$ cat src/frs_pkg.sv
// package for the receive status and overhead register bank of one framer
// assumes a byte-wide processor port with a 12-bit register address
package frs_pkg;

   // ==========================================================
   // register offsets
   localparam logic [11:0] FRS_BURSTY_OFS  = 12'h062e;
   localparam logic [11:0] FRS_SEVERE_OFS  = 12'h0630;
   localparam logic [11:0] FRS_UNAVAIL_OFS = 12'h0632;
   localparam logic [11:0] FRS_TS0_OFS     = 12'h0634;
   localparam logic [11:0] FRS_TS16_OFS    = 12'h0635;
   localparam logic [11:0] FRS_STACK_OFS   = 12'h0636;
   localparam logic [11:0] FRS_SIG_OFS     = 12'h0640;

   // ==========================================================
   // sizes, positions and reset values
   localparam int          FRS_CNT_W      = 16;
   localparam int          FRS_STACK_LEN  = 10;
   localparam int          FRS_SIG_DEPTH  = 32;
   localparam int          FRS_DS1_CHANS  = 24;
   localparam logic [3:0]  FRS_PERF_BYTE0 = 4'h8;
   localparam logic [3:0]  FRS_PERF_BYTE1 = 4'h9;
   localparam logic [3:0]  FRS_LC_BYTES   = 4'h5;
   localparam logic [4:0]  FRS_CH_TS0     = 5'h00;
   localparam logic [4:0]  FRS_CH_TS16    = 5'h10;
   localparam logic [4:0]  FRS_LAST_FRAME = 5'h1f;
   localparam logic [4:0]  FRS_FIRST_FRM  = 5'h01;
   localparam logic [5:0]  FRS_LC_SYNC    = 6'h07;
   localparam logic [7:0]  FRS_BYTE_RST   = 8'h00;
   localparam logic [15:0] FRS_CNT_RST    = 16'h0000;
   localparam logic [15:0] FRS_CNT_MAX    = 16'hffff;
   localparam logic [15:0] FRS_WORD_RST   = 16'h0000;

   // ==========================================================
   // signaling channel types held in bits 6 and 5 of a DS1 register
   typedef enum logic [1:0] {
      FRS_GF_16STATE = 2'b00,
      FRS_GF_4STATE  = 2'b01,
      FRS_GF_DATA    = 2'b10,
      FRS_GF_2STATE  = 2'b11
   } frs_gf_t;

   // time slot 0 overhead of one frame pair
   typedef struct packed {
      logic       si_nfas;
      logic       si_fas;
      logic       a_bit;
      logic [4:0] sa4_to_sa8;
   } frs_ts0_t;

   // one loop-carrier data link block
   typedef struct packed {
      logic [10:0] c_bits;
      logic [3:0]  spoiler;
      logic [2:0]  m_bits;
      logic [1:0]  a_bits;
      logic [3:0]  s_bits;
   } frs_lc_t;

   // one received signaling update
   typedef struct packed {
      logic [4:0] chan;
      logic       p_bit;
      logic       e_bit;
      logic [3:0] dcba;
      frs_gf_t    tx_gf;
   } frs_sig_t;

endpackage : frs_pkg

$ cat src/frs_sig_mem.sv
// small memory for the received signaling registers
// assumes one writer and one reader, both on clk_in
`timescale 1ns/10ps
module frs_sig_mem #(
   parameter int DEPTH = 32,
   parameter int WIDTH = 8
) (
   // clock and reset
   input  wire logic                     clk_in,
   input  wire logic                     rst_n_in,
   // write port
   input  wire logic                     wr_en_in,
   input  wire logic [$clog2(DEPTH)-1:0] wr_addr_in,
   input  wire logic [WIDTH-1:0]         wr_data_in,
   // read port
   input  wire logic                     rd_en_in,
   input  wire logic [$clog2(DEPTH)-1:0] rd_addr_in,
   output logic      [WIDTH-1:0]         rd_data_out
);

   // ==========================================================
   // storage
   logic [WIDTH-1:0] mem_reg [DEPTH];

   if (DEPTH < 2) begin : g_chk
      $error("frs_sig_mem needs at least two words");
   end

   // array content is not reset; the framer rewrites each word every superframe, except words 24 to 31 in DS1 mode, whose updates are dropped
   always_ff @(posedge clk_in) begin
      if (wr_en_in) begin
         mem_reg[wr_addr_in] <= wr_data_in;
      end
   end

   always_ff @(posedge clk_in or negedge rst_n_in) begin
      if (!rst_n_in) begin
         rd_data_out <= '0;
      end else if (rd_en_in) begin
         rd_data_out <= mem_reg[rd_addr_in];
      end
   end

endmodule // frs_sig_mem

$ cat src/frs_regs.sv
// receive status and overhead register bank of one framer
// assumes the framer core delivers decoded overhead with one-cycle strobes on clk_in

`timescale 1ns/10ps
module frs_regs #(
   parameter int CNT_W = frs_pkg::FRS_CNT_W
) (
   // clock and reset
   input  wire logic                 clk_in,
   input  wire logic                 rst_n_in,

   // processor register port
   input  wire logic                 cs_in,
   input  wire logic                 rd_in,
   input  wire logic                 wr_in,
   input  wire logic [11:0]          addr_in,
   input  wire logic [7:0]           wdata_in,
   output logic      [7:0]           rdata_out,
   output logic                      rd_ack_out,

   // framing mode and alignment state
   input  wire logic                 ds1_mode_in,
   input  wire logic                 crc4_on_in,
   input  wire logic                 basic_frame_align_in,
   input  wire logic                 crc4_mf_align_in,
   input  wire logic                 sig_mf_align_in,
   input  wire logic                 loss_frame_align_in,
   input  wire logic                 loss_sig_sf_align_in,
   input  wire logic                 ts0_signaling_mode_in,
   input  wire logic                 alt_cas_mode_a_in,
   input  wire logic                 alt_cas_mode_b_in,

   // one-second performance events of the remote terminal
   input  wire logic                 remote_nt_bursty_seconds_in,
   input  wire logic                 remote_nt_severe_seconds_in,
   input  wire logic                 remote_nt_unavail_seconds_in,

   // time slot 0 and 16 overhead
   input  wire logic                 ts0_valid_in,
   input  wire frs_pkg::frs_ts0_t    ts0_in,
   input  wire logic                 ts16_valid_in,
   input  wire logic [2:0]           ts16_spare_in,

   // loop-carrier data link and performance report
   input  wire logic                 lc_valid_in,
   input  wire frs_pkg::frs_lc_t     lc_in,
   input  wire logic                 perf_valid_in,
   input  wire logic [15:0]          tx_perf_report_byte_in,

   // CEPT Sa bits, one strobe per odd frame of the double multiframe
   input  wire logic                 sa_valid_in,
   input  wire logic [4:0]           sa_frame_in,
   input  wire logic [4:0]           sa_bits_in,

   // received signaling updates
   input  wire logic                 sig_valid_in,
   input  wire frs_pkg::frs_sig_t    sig_in
);

   // ==========================================================
   // parameter check
   if (CNT_W < 9 || CNT_W > 16) begin : g_chk
      $error("frs_regs counter width must lie between 9 and 16");
   end

   // ==========================================================
   // functions
   function automatic logic [CNT_W-1:0] sat_inc(input logic [CNT_W-1:0] v);
      sat_inc = (v == {CNT_W{1'b1}}) ? v : v + 1'b1;
   endfunction

   function automatic logic [7:0] cnt_byte(input logic [CNT_W-1:0] v, input logic low);
      logic [15:0] w;
      w = 16'(v);
      cnt_byte = low ? w[7:0] : w[15:8];
   endfunction

   // ==========================================================
   // performance second counters
   logic [CNT_W-1:0] bursty_reg;
   logic [CNT_W-1:0] severe_reg;
   logic [CNT_W-1:0] unavail_reg;

   // counters stick at full scale rather than wrap, so a long outage never reads small
   always_ff @(posedge clk_in or negedge rst_n_in) begin
      if (!rst_n_in) begin
         bursty_reg  <= CNT_W'(frs_pkg::FRS_CNT_RST);
         severe_reg  <= CNT_W'(frs_pkg::FRS_CNT_RST);
         unavail_reg <= CNT_W'(frs_pkg::FRS_CNT_RST);
      end else begin
         if (remote_nt_bursty_seconds_in) begin
            bursty_reg <= sat_inc(bursty_reg);
         end
         if (remote_nt_severe_seconds_in) begin
            severe_reg <= sat_inc(severe_reg);
         end
         if (remote_nt_unavail_seconds_in) begin
            unavail_reg <= sat_inc(unavail_reg);
         end
      end
   end

   // ==========================================================
   // time slot 0 and time slot 16 spare bits
   logic [7:0] ts0_reg;
   logic [2:0] ts16_reg;

   wire        ts0_take  = ts0_valid_in && basic_frame_align_in;
   wire        ts16_take = ts16_valid_in && sig_mf_align_in;
   wire [7:0]  ts0_next  = {ts0_in.si_nfas, ts0_in.si_fas, ts0_in.a_bit,
                            ts0_in.sa4_to_sa8};

   always_ff @(posedge clk_in or negedge rst_n_in) begin
      if (!rst_n_in) begin
         ts0_reg  <= frs_pkg::FRS_BYTE_RST;
         ts16_reg <= 3'h0;
      end else begin
         // out of alignment the last good value stays
         if (ts0_take) begin
            ts0_reg <= ts0_next;
         end

         if (ts16_take) begin
            ts16_reg <= ts16_spare_in;
         end
      end
   end

   // ==========================================================
   // loop-carrier data link block
   logic [39:0] lc_reg;
   logic [15:0] perf_reg;

   wire         lc_take = ds1_mode_in && lc_valid_in && !loss_frame_align_in
                          && !loss_sig_sf_align_in;
   wire [39:0]  lc_next = {2'b00, frs_pkg::FRS_LC_SYNC,
                           2'b00, frs_pkg::FRS_LC_SYNC,
                           lc_in.c_bits[10:3],
                           lc_in.c_bits[2:0], lc_in.spoiler[3:1], lc_in.m_bits[2:1],
                           lc_in.m_bits[0], lc_in.a_bits, lc_in.s_bits,
                           lc_in.spoiler[0]};

   always_ff @(posedge clk_in or negedge rst_n_in) begin
      if (!rst_n_in) begin
         lc_reg   <= 40'h00_0000_0000;
         perf_reg <= frs_pkg::FRS_WORD_RST;
      end else begin
         if (lc_take) begin
            lc_reg <= lc_next;
         end

         if (perf_valid_in) begin
            perf_reg <= tx_perf_report_byte_in;
         end
      end
   end

   // ==========================================================
   // CEPT Sa stack
   // bits gather in a shadow and reach the stack only at the end of a clean
   // double multiframe, so a read never mixes two multiframes
   logic [15:0] sa_shadow_reg [5];
   logic [15:0] sa_stack_reg  [5];
   logic        sa_ok_reg;

   // any alignment gap voids the whole double multiframe
   wire         sa_align   = crc4_on_in ? crc4_mf_align_in : basic_frame_align_in;
   wire [3:0]   sa_slot    = sa_frame_in[4:1];
   wire         sa_take    = !ds1_mode_in && sa_valid_in && sa_align;
   wire         sa_first   = sa_take && (sa_frame_in == frs_pkg::FRS_FIRST_FRM);
   wire         sa_commit  = sa_take && (sa_frame_in == frs_pkg::FRS_LAST_FRAME)
                             && sa_ok_reg;

   always_ff @(posedge clk_in or negedge rst_n_in) begin
      if (!rst_n_in) begin
         sa_ok_reg <= 1'b0;
         for (int i = 0; i < 5; i++) begin
            sa_shadow_reg[i] <= frs_pkg::FRS_WORD_RST;
            sa_stack_reg[i]  <= frs_pkg::FRS_WORD_RST;
         end
      end else begin
         if (!sa_align || ds1_mode_in) begin
            sa_ok_reg <= 1'b0;
         end else if (sa_first) begin
            sa_ok_reg <= 1'b1;
         end

         if (sa_take) begin
            for (int i = 0; i < 5; i++) begin
               sa_shadow_reg[i][4'd15 - sa_slot] <= sa_bits_in[4 - i];
            end
         end
         if (sa_commit) begin
            for (int i = 0; i < 5; i++) begin
               sa_stack_reg[i] <= {sa_shadow_reg[i][15:1], sa_bits_in[4 - i]};
            end
         end
      end
   end

   // ==========================================================
   // received signaling composition
   wire       ch_ts0  = (sig_in.chan == frs_pkg::FRS_CH_TS0);
   wire       ch_ts16 = (sig_in.chan == frs_pkg::FRS_CH_TS16);
   wire       alt_cas = alt_cas_mode_a_in || alt_cas_mode_b_in;

   // the alternate modes leave bit 4 undefined; this design reads it as zero
   wire       e_keep  = ts0_signaling_mode_in && !alt_cas;
   logic [3:0] ds1_dcba;

   always_comb begin
      case (sig_in.tx_gf)
         frs_pkg::FRS_GF_16STATE: ds1_dcba = sig_in.dcba;
         frs_pkg::FRS_GF_4STATE:  ds1_dcba = {2'b00, sig_in.dcba[1:0]};
         frs_pkg::FRS_GF_2STATE:  ds1_dcba = {3'b000, sig_in.dcba[0]};
         default:                 ds1_dcba = 4'h0;
      endcase
   end

   wire [7:0] ds1_word  = {sig_in.p_bit, sig_in.tx_gf, 1'b0, ds1_dcba};
   wire [7:0] cept_word = ch_ts0  ? {3'b000, sig_in.e_bit & e_keep, 4'h0} :
                          ch_ts16 ? {3'b000, sig_in.e_bit & e_keep, 2'b00,
                                     ts0_signaling_mode_in ? sig_in.dcba[1:0] : 2'b00} :
                          {sig_in.p_bit, 2'b00, sig_in.e_bit & e_keep, sig_in.dcba};

   // DS1 has no channels 24 to 31; their updates are dropped
   wire       sig_wr    = sig_valid_in && (!ds1_mode_in ||
                          (32'(sig_in.chan) < frs_pkg::FRS_DS1_CHANS));
   wire [7:0] sig_word  = ds1_mode_in ? ds1_word : cept_word;

   // ==========================================================
   // processor read path
   // two-stage read: the signaling memory answers from a register, so every
   // register reads with the same fixed latency
   wire        rd_req  = cs_in && rd_in;
   // writes are accepted on the port and dropped; nothing here is writable
   wire        wr_drop = cs_in && wr_in && !rd_in;

   logic       rd_pend_reg;
   logic [11:0] addr_q_reg;

   logic [7:0] mem_rdata;
   logic [7:0] rd_mux;

   wire [11:0] stack_idx = addr_q_reg - frs_pkg::FRS_STACK_OFS;
   wire [11:0] sig_idx   = addr_in - frs_pkg::FRS_SIG_OFS;
   wire        sig_hit   = (addr_q_reg >= frs_pkg::FRS_SIG_OFS) &&
                           (addr_q_reg < frs_pkg::FRS_SIG_OFS + 12'(frs_pkg::FRS_SIG_DEPTH));

   logic [7:0] stack_byte;

   always_comb begin
      stack_byte = 8'h00;
      if (ds1_mode_in) begin
         if (stack_idx < 12'(frs_pkg::FRS_LC_BYTES)) begin
            stack_byte = lc_reg[8'(39 - 8 * int'(stack_idx[3:0])) -: 8];
         end else if (stack_idx[3:0] == frs_pkg::FRS_PERF_BYTE0) begin
            stack_byte = perf_reg[15:8];
         end else if (stack_idx[3:0] == frs_pkg::FRS_PERF_BYTE1) begin
            stack_byte = perf_reg[7:0];
         end
      end else if (stack_idx < 12'(frs_pkg::FRS_STACK_LEN)) begin
         stack_byte = stack_idx[0] ? sa_stack_reg[stack_idx[3:1]][7:0]
                                   : sa_stack_reg[stack_idx[3:1]][15:8];
      end
   end

   always_comb begin
      rd_mux = 8'h00;
      case (addr_q_reg)
         frs_pkg::FRS_BURSTY_OFS:          rd_mux = cnt_byte(bursty_reg, 1'b0);
         frs_pkg::FRS_BURSTY_OFS + 12'h1:  rd_mux = cnt_byte(bursty_reg, 1'b1);
         frs_pkg::FRS_SEVERE_OFS:          rd_mux = cnt_byte(severe_reg, 1'b0);
         frs_pkg::FRS_SEVERE_OFS + 12'h1:  rd_mux = cnt_byte(severe_reg, 1'b1);
         frs_pkg::FRS_UNAVAIL_OFS:         rd_mux = cnt_byte(unavail_reg, 1'b0);
         frs_pkg::FRS_UNAVAIL_OFS + 12'h1: rd_mux = cnt_byte(unavail_reg, 1'b1);
         frs_pkg::FRS_TS0_OFS:             rd_mux = ts0_reg;
         frs_pkg::FRS_TS16_OFS:            rd_mux = {5'h00, ts16_reg};
         default: begin
            if (sig_hit) begin
               rd_mux = mem_rdata;
            end else if (addr_q_reg >= frs_pkg::FRS_STACK_OFS &&
                         addr_q_reg < frs_pkg::FRS_SIG_OFS) begin
               rd_mux = stack_byte;
            end
         end
      endcase
   end

   always_ff @(posedge clk_in or negedge rst_n_in) begin
      if (!rst_n_in) begin
         rd_pend_reg <= 1'b0;
         addr_q_reg  <= 12'h000;
         rdata_out   <= frs_pkg::FRS_BYTE_RST;
         rd_ack_out  <= 1'b0;
      end else begin
         rd_pend_reg <= rd_req && !wr_drop;
         if (rd_req) begin
            addr_q_reg <= addr_in;
         end
         rd_ack_out  <= rd_pend_reg;
         // rdata_out holds the last answer until the next read
         if (rd_pend_reg) begin
            rdata_out <= rd_mux;
         end
      end
   end

   // ==========================================================
   // signaling register storage
   frs_sig_mem #(
      .DEPTH (frs_pkg::FRS_SIG_DEPTH),
      .WIDTH (8)
   ) u_sig_mem (
      .clk_in      (clk_in),
      .rst_n_in    (rst_n_in),
      .wr_en_in    (sig_wr),
      .wr_addr_in  (sig_in.chan),
      .wr_data_in  (sig_word),
      .rd_en_in    (rd_req),
      .rd_addr_in  (sig_idx[4:0]),
      .rd_data_out (mem_rdata)
   );

endmodule // frs_regs

$ cat config.mk
export PLATFORM = sky130hd
export DESIGN_NAME = frs_regs
export DESIGN_NICKNAME = d
export VERILOG_FILES = /design/src/frs_pkg.sv /design/src/frs_sig_mem.sv /design/src/frs_regs.sv
export SDC_FILE = /design/constraint.sdc
export NUM_CORES = 1
export LEC_CHECK = 0
export BUFFER_PORTS_ARGS = -buffer_cell sky130_fd_sc_hd__buf_2
export CORE_MARGIN = 2
export CORE_UTILIZATION = 65
export CTS_BUF_LIST = sky130_fd_sc_hd__clkbuf_8
export DETAILED_ROUTE_END_ITERATION = 10
export PLACE_DENSITY_LB_ADDON = 0.12
export SETUP_SLACK_MARGIN = 0.5
export SLEW_MARGIN = 20
export SYNTH_ARGS = -nofsm -noshare
export SYNTH_HDL_FRONTEND = slang
export SYNTH_HIERARCHICAL = 1
export SYNTH_SLANG_ARGS = --single-unit
$ cat constraint.sdc
create_clock -name clk_in -period 4.99 [get_ports clk_in]
set_input_delay 0.2495 -clock clk_in [delete_from_list [all_inputs] [get_ports clk_in]]
set_output_delay 0.2495 -clock clk_in [all_outputs]
set_load 0.03 [all_outputs]
==> summary.md, run 1 <==
| Metric | Value |
|---|---|
| Drt first-iter violations | `~1200` |
| RSZ-0062 raised after global routing | `no` |
| Antenna cells | `0` |
| Placeable core area | `0.0357 mm²` |
| Post-synthesis simple-gate area fraction | `6.49%` |
| Die ar. | `0.0378 mm²` |
| Ratio of final minimum period to clock period | `71.1%` |
| Synth Area per Inst | `14.2 µm²` |
| Post-synthesis mux area share | `17.9%` |
| Drt total wl | `54300 µm` |
| Final Cell Area | `0.0269 mm²` |
| Worst-Margin Slew | `1080 ps` |
| Congestion Overflow GR | `0` |
| Max Root-Sink Buffers | `3` |
| Vias in the first global route | `15200` |
| YS warnings | `6` |
| Post-CTS Setup Inserts | `0` |
| Die height | `194 µm` |
| Post-route ant nets | `0` |
| Critical Path AT | `4080 ps` |
| Setup Skew | `21.2 ps` |
| Initial core utilization | `66.1%` |
| Crit path max fanout | `34` |
| Predominant post-synthesis flop cell | `dfrtp_1` |
| Final nets | `1989` |
| Vias | `15000` |
| XOR/XNOR share of the synthesized area | `1.81%` |
| Drt wl/cell | `22.7 µm` |
| Pre-antenna DRT Iters | `10` |
| CTS Buf Count | `85` |
| IO Pins | `127` |
| Cell leakage power | `0.0108 µW` |
| Pwr per Cell Area | `379 mW/mm²` |
| Fmax | `282 MHz` |
| Status | `finished with violations` |
| Post-DP Area | `0.0244 mm²` |
| Number of flops mapped to enable cells by yosys | `256` |
| Gpl congestion | `around 0.91` |
| Mapped Cells | `1659` |
| Failing checks | `DRC` |
| Clock-pin slew on the worst setup and hold paths | `around 60 ps` |
| R2r setup slk | `1440 ps` |
| Final Hold Fails | `0` |
| Area growth syn-to-layout | `14.1%` |
| Max Cap Viol | `0` |
| Clock Sinks | `around 540` |
| CTS tree | `done` |
| Buffers on Ports | `117` |
| Overall power | `10200 µW` |
| First-pass GRT wire length | `84600 µm` |
| Synthesized area | `0.0236 mm²` |
| CP Class | `flip-flop to flip-flop` |
| Yosys top cell by area | `edfxtp_1` |
| DRC viols | `12` |
| Max FFs per register | `256` |
| Detail Placement HPWL | `roughly 34000 µm` |
| Synth cell types | `74` |
| Hold_buf cts | `69` |
| CTS-repair resized insts | `0` |
| Gr usage total | `between 20% and 30%` |
| Row cnt | `69` |
| Final Core Density | `75.4%` |
| Hold/Removal Path Class | `primary input to flip-flop` |
| Worst Path Required | `5520 ps` |
| Antenna violations before repair | `1` |
| Layout cells sized above 1 | `27.3%` |
| Rel. slew slack | `28.0%` |
| Total negative slack | `0 ps` |
| Pin count of the biggest net entering global routing | `between 100 and 150` |
| Main combinational cell family by area after synthesis | `multiplexers` |
| CP Launch Type | `flip-flop` |
| Tmin final | `3550 ps` |
| Vias/cell | `around 6.3` |
| Compound-Gate Fraction of Synth Area | `under 10%` |
| Setup crit end kind | `flip-flop` |
| Die W | `194 µm` |
| Yosys top cell area share | `32.6%` |
| H-tree levels | `3` |
| Root buf cell | `clkbuf_8` |
| Count of pins over their slew limit | `0` |
| Post-synthesis sequential area ratio | `63.0%` |
| Top cells by area, synth | `edfxtp_1, dfrtp_1, mux2_2, mux2i_1, a22oi_1` |
| Adder-cell share of the synthesized area | `less than 1%` |
| Maximum VDD drop | `0.306 mV` |
| Synthesized flop and latch total | `542` |
| Number of setup violations in the final report | `0` |
| Clock Latency Late Sink | `between 600 and 700 ps` |
| Post-Syn Nets | `1787` |
| Worst hold slack | `34.2 ps` |
| Post-synth ARST share | `52.8%` |
## layout make-up
class	instances	area, µm²
clock buffers	104	1430
clock inverters	51	305
fillers	2249	8770
inverters	16	60.1
multi-input cells	1012	8210
flip-flops and latches	542	14800
well taps	461	577
repair buffers	204	1460
## power breakdown
part | internal, µW | switching [µW] | leakage, µW
Sequential | 4980 | 284 | 0.00579
Clock | 2050 | 1700 | 0.000988
Combinational | 521 | 655 | 0.00406
## final timing paths
check / start / to / cells after the start
worst max-delay path: addr_q_reg[1] / rdata_out[0] / 7
worst min-delay path: loss_frame_align_in / lc_reg[11] / 3
worst max register to register: addr_q_reg[1] / rdata_out[0] / 7
worst min register to register: bursty_reg[13] / bursty_reg[13] / 1
max in group asynchronous: rst_n_in / sa_stack_reg[29] / 3
min in group asynchronous: rst_n_in / severe_reg[11] / 2
## critical path: stages, from the launching register on
cell and delay (ps):
dfrtp_2 1030, inv_1 560, ha_1 880, mux4_2 590, inv_1 60, nand2_1 50
a21oi_1 180, nor3_1 70
## Yosys cell counts (all sizes together), types with 5 or more instances
cell    instances
nor3           16
mux2          228
nor2           83
a22oi          96
nand4          16
xnor2          29
nand3          30
xor2           18
nand3b          7
mux2i         155
o21ai          27
edfxtp        256
ha             10
inv            16
a222oi          5
nor2b           9
buf            56
a221oi          6
nor4            9
and3           14
o22ai          14
nand2b          6
dfrtp         286
a31oi          15
a21oi          62
and2            9
a211oi         10
clkbuf         33
nand2          72
## routing by layer
metal  vias up  track usage, %  part of all wire, %
li1       6690               -                    -
met1      7649            41.2                   42
met2       594            46.0                   48
met3       114            5.52                  7.6
met4         2            9.80                  2.7
met5         -               0                0.024
## placed cells by master (no fill, tap or decap), types with 15 or more instances in the layout
master,n
a22oi_1,96
mux2_2,228
buf_4,15
a31oi_1,15
dfrtp_1,285
clkbuf_8,104
nand3_1,29
edfxtp_1,256
nor2_1,79
buf_2,115
xnor2_1,28
inv_1,39
a21oi_1,61
nand2_1,72
nand4_1,16
xor2_1,17
o21ai_0,25
mux2i_1,155
dlygate4sd3_1,69
## per-stage QoR
step                      cells  worst slack (ps)
after floorplan            1659              2170
after global placement     2164              1540
after detailed placement   2164              1490
after CTS                  2388              1470
after global routing       2390              1160
final                      2390              1440
## cell families after synthesis
group / count (synthesis)
DFF: 542
muxes: 387
and+or+nand+nor: 298
AOI/OAI and AO/OA: 270
buffers and inverters: 105
xor gates and xnor gates: 47
adders and majority gates: 10
Note: power is estimated with default switching activity, not from simulation.
==> run 2: changes to the inputs <==
Settings changed: CORE_UTILIZATION 65 to 57.
Clock period 4.99 ns to 3.08 ns, I/O delays scaled along.
==> summary.md, run 2 (same netlist as run 1, synthesis figures left out) <==
| Metric | Value |
|---|---|
| R2r setup slk | `590 ps (was 1440 ps)` |
| Die ar. | `0.0430 mm² (was 0.0378 mm²)` |
| Drt total wl | `55800 µm (was 54300 µm)` |
| Worst Path Required | `3700 ps (was 5520 ps)` |
| Critical Path AT | `3110 ps (was 4080 ps)` |
| Total negative slack | `0 ps (unchanged)` |
| Worst-Margin Slew | `908 ps (was 1080 ps)` |
| Drt first-iter violations | `1300 (was 1216)` |
| CTS tree | `done (unchanged)` |
| IO Pins | `127 (unchanged)` |
| Setup crit end kind | `flip-flop (unchanged)` |
| Commonest non-fill, non-tap cells in the layout | `dfrtp_1, edfxtp_1, mux2_2 (unchanged)` |
| Final nets | `2055 (was 1989)` |
| Setup Skew | `38.9 ps (was 21.2 ps)` |
| Clock-pin slew on the worst setup and hold paths | `60 ps (about the same)` |
| FF-to-FF End | `rdata_out[4] (was rdata_out[0])` |
| Max Root-Sink Buffers | `3 (unchanged)` |
| Pre-antenna DRT Iters | `5 (was 10)` |
| Worst Hold Depth | `4 (was 3)` |
| Hold/Removal Path Class | `primary input to flip-flop (unchanged)` |
| Count of pins over their slew limit | `0 (unchanged)` |
| Antenna violations before repair | `1 (unchanged)` |
| Buffers on Ports | `117 (unchanged)` |
| Sequential cell area | `0.0148 mm² (unchanged)` |
| Cell leakage power | `0.0112 µW (was 0.0108 µW)` |
| H-tree levels | `3 (unchanged)` |
| Worst r2r path cells | `9 (was 7)` |
| Antenna cells | `0 (unchanged)` |
| Rel. slew slack | `39.5% (was 28.0%)` |
| Row cnt | `74 (was 69)` |
| Maximum VDD drop | `0.400 mV (was 0.306 mV)` |
| Clock Sinks | `542 (unchanged)` |
| Vias in the first global route | `15300 (was 15200)` |
| Comb pwr share | `12.2% (was 11.5%)` |
| Critical Path Source | `addr_q_reg[1] (unchanged)` |
| R2R Path Start | `addr_q_reg[1] (unchanged)` |
| Cell Int Power | `12300 µW (was 7550 µW)` |
| Max FFs per register | `256 (unchanged)` |
| Max Cap Viol | `0 (unchanged)` |
| Detail Placement HPWL | `35800 µm (was 33800 µm)` |
| Die height | `207 µm (was 194 µm)` |
| Gpl congestion | `0.897 (was 0.909)` |
| Layout cells sized above 1 | `28.4% (was 27.3%)` |
| # fillers | `2804 (was 2249)` |
| Overall power | `16600 µW (was 10200 µW)` |
| Placeable core area | `0.0408 mm² (was 0.0357 mm²)` |
| Initial core utilization | `57.7% (was 66.1%)` |
| Placed cells | `2275 (was 2164)` |
| CP Class | `flip-flop to flip-flop (unchanged)` |
| Crit path max fanout | `26 (was 34)` |
| DRC viols | `0 (was 12)` |
| Worst Setup EP | `rdata_out[4] (was rdata_out[0])` |
| Clock Latency Late Sink | `680 ps (was 640 ps)` |
| CTS Buf Count | `88 (was 85)` |
| Drt wl/cell | `22.0 µm (was 22.7 µm)` |
| Finished Layout Cells | `2533 (was 2390)` |
| Tmin final | `2490 ps (was 3550 ps)` |
| Congestion Overflow GR | `0 (unchanged)` |
| First-pass GRT wire length | `87400 µm (was 84600 µm)` |
| RSZ-0062 raised after global routing | `yes (was no)` |
| Status | `complete, no violations (was finished with violations)` |
| Sw Share | `26.2% (was 25.9%)` |
| Pwr per Cell Area | `602 mW/mm² (was 379 mW/mm²)` |
| Area growth syn-to-layout | `17.3% (was 14.1%)` |
| Gr usage total | `26.3% (was 29.1%)` |
| Worst hold slack | `63.2 ps (was 34.2 ps)` |
| Post-route ant nets | `0 (unchanged)` |
| Number of setup violations in the final report | `0 (unchanged)` |
| Final Core Density | `67.7% (was 75.4%)` |
| Area of the multi-input gates | `0.00826 mm² (was 0.00821 mm²)` |
| Vias | `15000 (about the same)` |
| Vias/cell | `5.92 (was 6.30)` |
| Root buf cell | `clkbuf_8 (unchanged)` |
| Die W | `207 µm (was 194 µm)` |
| CP Launch Type | `flip-flop (unchanged)` |
| Proportion of power drawn by flip-flops and latches | `51.1% (was 51.7%)` |
| Final Hold Fails | `0 (unchanged)` |
| Ratio of final minimum period to clock period | `80.8% (was 71.1%)` |
| Pin count of the biggest net entering global routing | `114 (was 122)` |
| Fmax | `402 MHz (was 282 MHz)` |
| Clock power frac | `36.7% (about the same)` |
| NetSw | `4350 µW (was 2640 µW)` |
| Commonest non-fill, non-tap cell in the layout | `dfrtp_1 (unchanged)` |
==> run 2: cell count changes in the layout (fill, tap and decap cells not counted), moves of 5 or more <==
cell,previous run,this run
dlygate4sd3_1,69,93
inv_1,39,49
buf_4,15,50
buf_12,2,7
clkbuf_8,104,109
clkinv_2,12,7
==> run 2: how the worst min path moves through the flow <==
stage	to	start
after CTS	u_sig_mem/mem_reg[24][4]	sig_in[6]
after global placement	ts16_reg[2]	rst_n_in
final	u_sig_mem/mem_reg[24][4]	sig_in[6]
after detailed placement	ts16_reg[1]	rst_n_in
after global routing	u_sig_mem/mem_reg[24][4]	sig_in[6]
after floorplan	addr_q_reg[0]	rst_n_in
==> run 2: per-layer routing <==
metal	global-route usage [%]	wire, µm	vias to the layer above
met5	0	12	-
met4	8.45	1360	2
met3	6.01	3830	104
met2	40.9	26000	499
met1	37.0	24600	7560
li1	-	-	6827
==> run 2: power by group through the flow <==
stage | Combinational, µW | Sequential (µW) | Clock, µW
floorplan | 1290 | 8480 | 0
global placement | 1840 | 8600 | 0
detailed placement | 1900 | 8620 | 0
CTS | 2020 | 8490 | 6230
global route | 2220 | 8560 | 6550
finish | 2030 | 8500 | 6100
==> run 2: worst max-delay path, stage by stage (launching register included) <==
cell and delay (ps):
dfrtp_2 490, ha_1 520, buf_12 230, nand2_1 90
nor2_1 110, buf_4 180, a21oi_1 80, o32a_1 360
o21ai_0 190, and3_1 180
==> run 2: repair_timing <==
action,in CTS,in global routing
resized for setup,3,5
pin swaps,0,1
endpoints found under the setup margin,8,7
hold buffers,93,0
buffers inserted,0,1
hold endpoints to repair,206,0
==> run 2: area by class of cell <==
cell class	instances	area share (%)
multi-input cells	1012	29.9
clock buffers	109	5.43
flip-flops and latches	542	53.7
inverters	16	0.217
well taps	532	2.41
clock inverters	55	0.978
repair buffers	267	7.41
==> run 2: metrics by stage <==
step / worst slack (ps) / area (µm²)
after detailed placement: 429 / 24900
after global routing: 487 / 27600
after CTS: 577 / 27600
after global placement: 508 / 24900
after floorplan: 545 / 23600
final: 591 / 27600
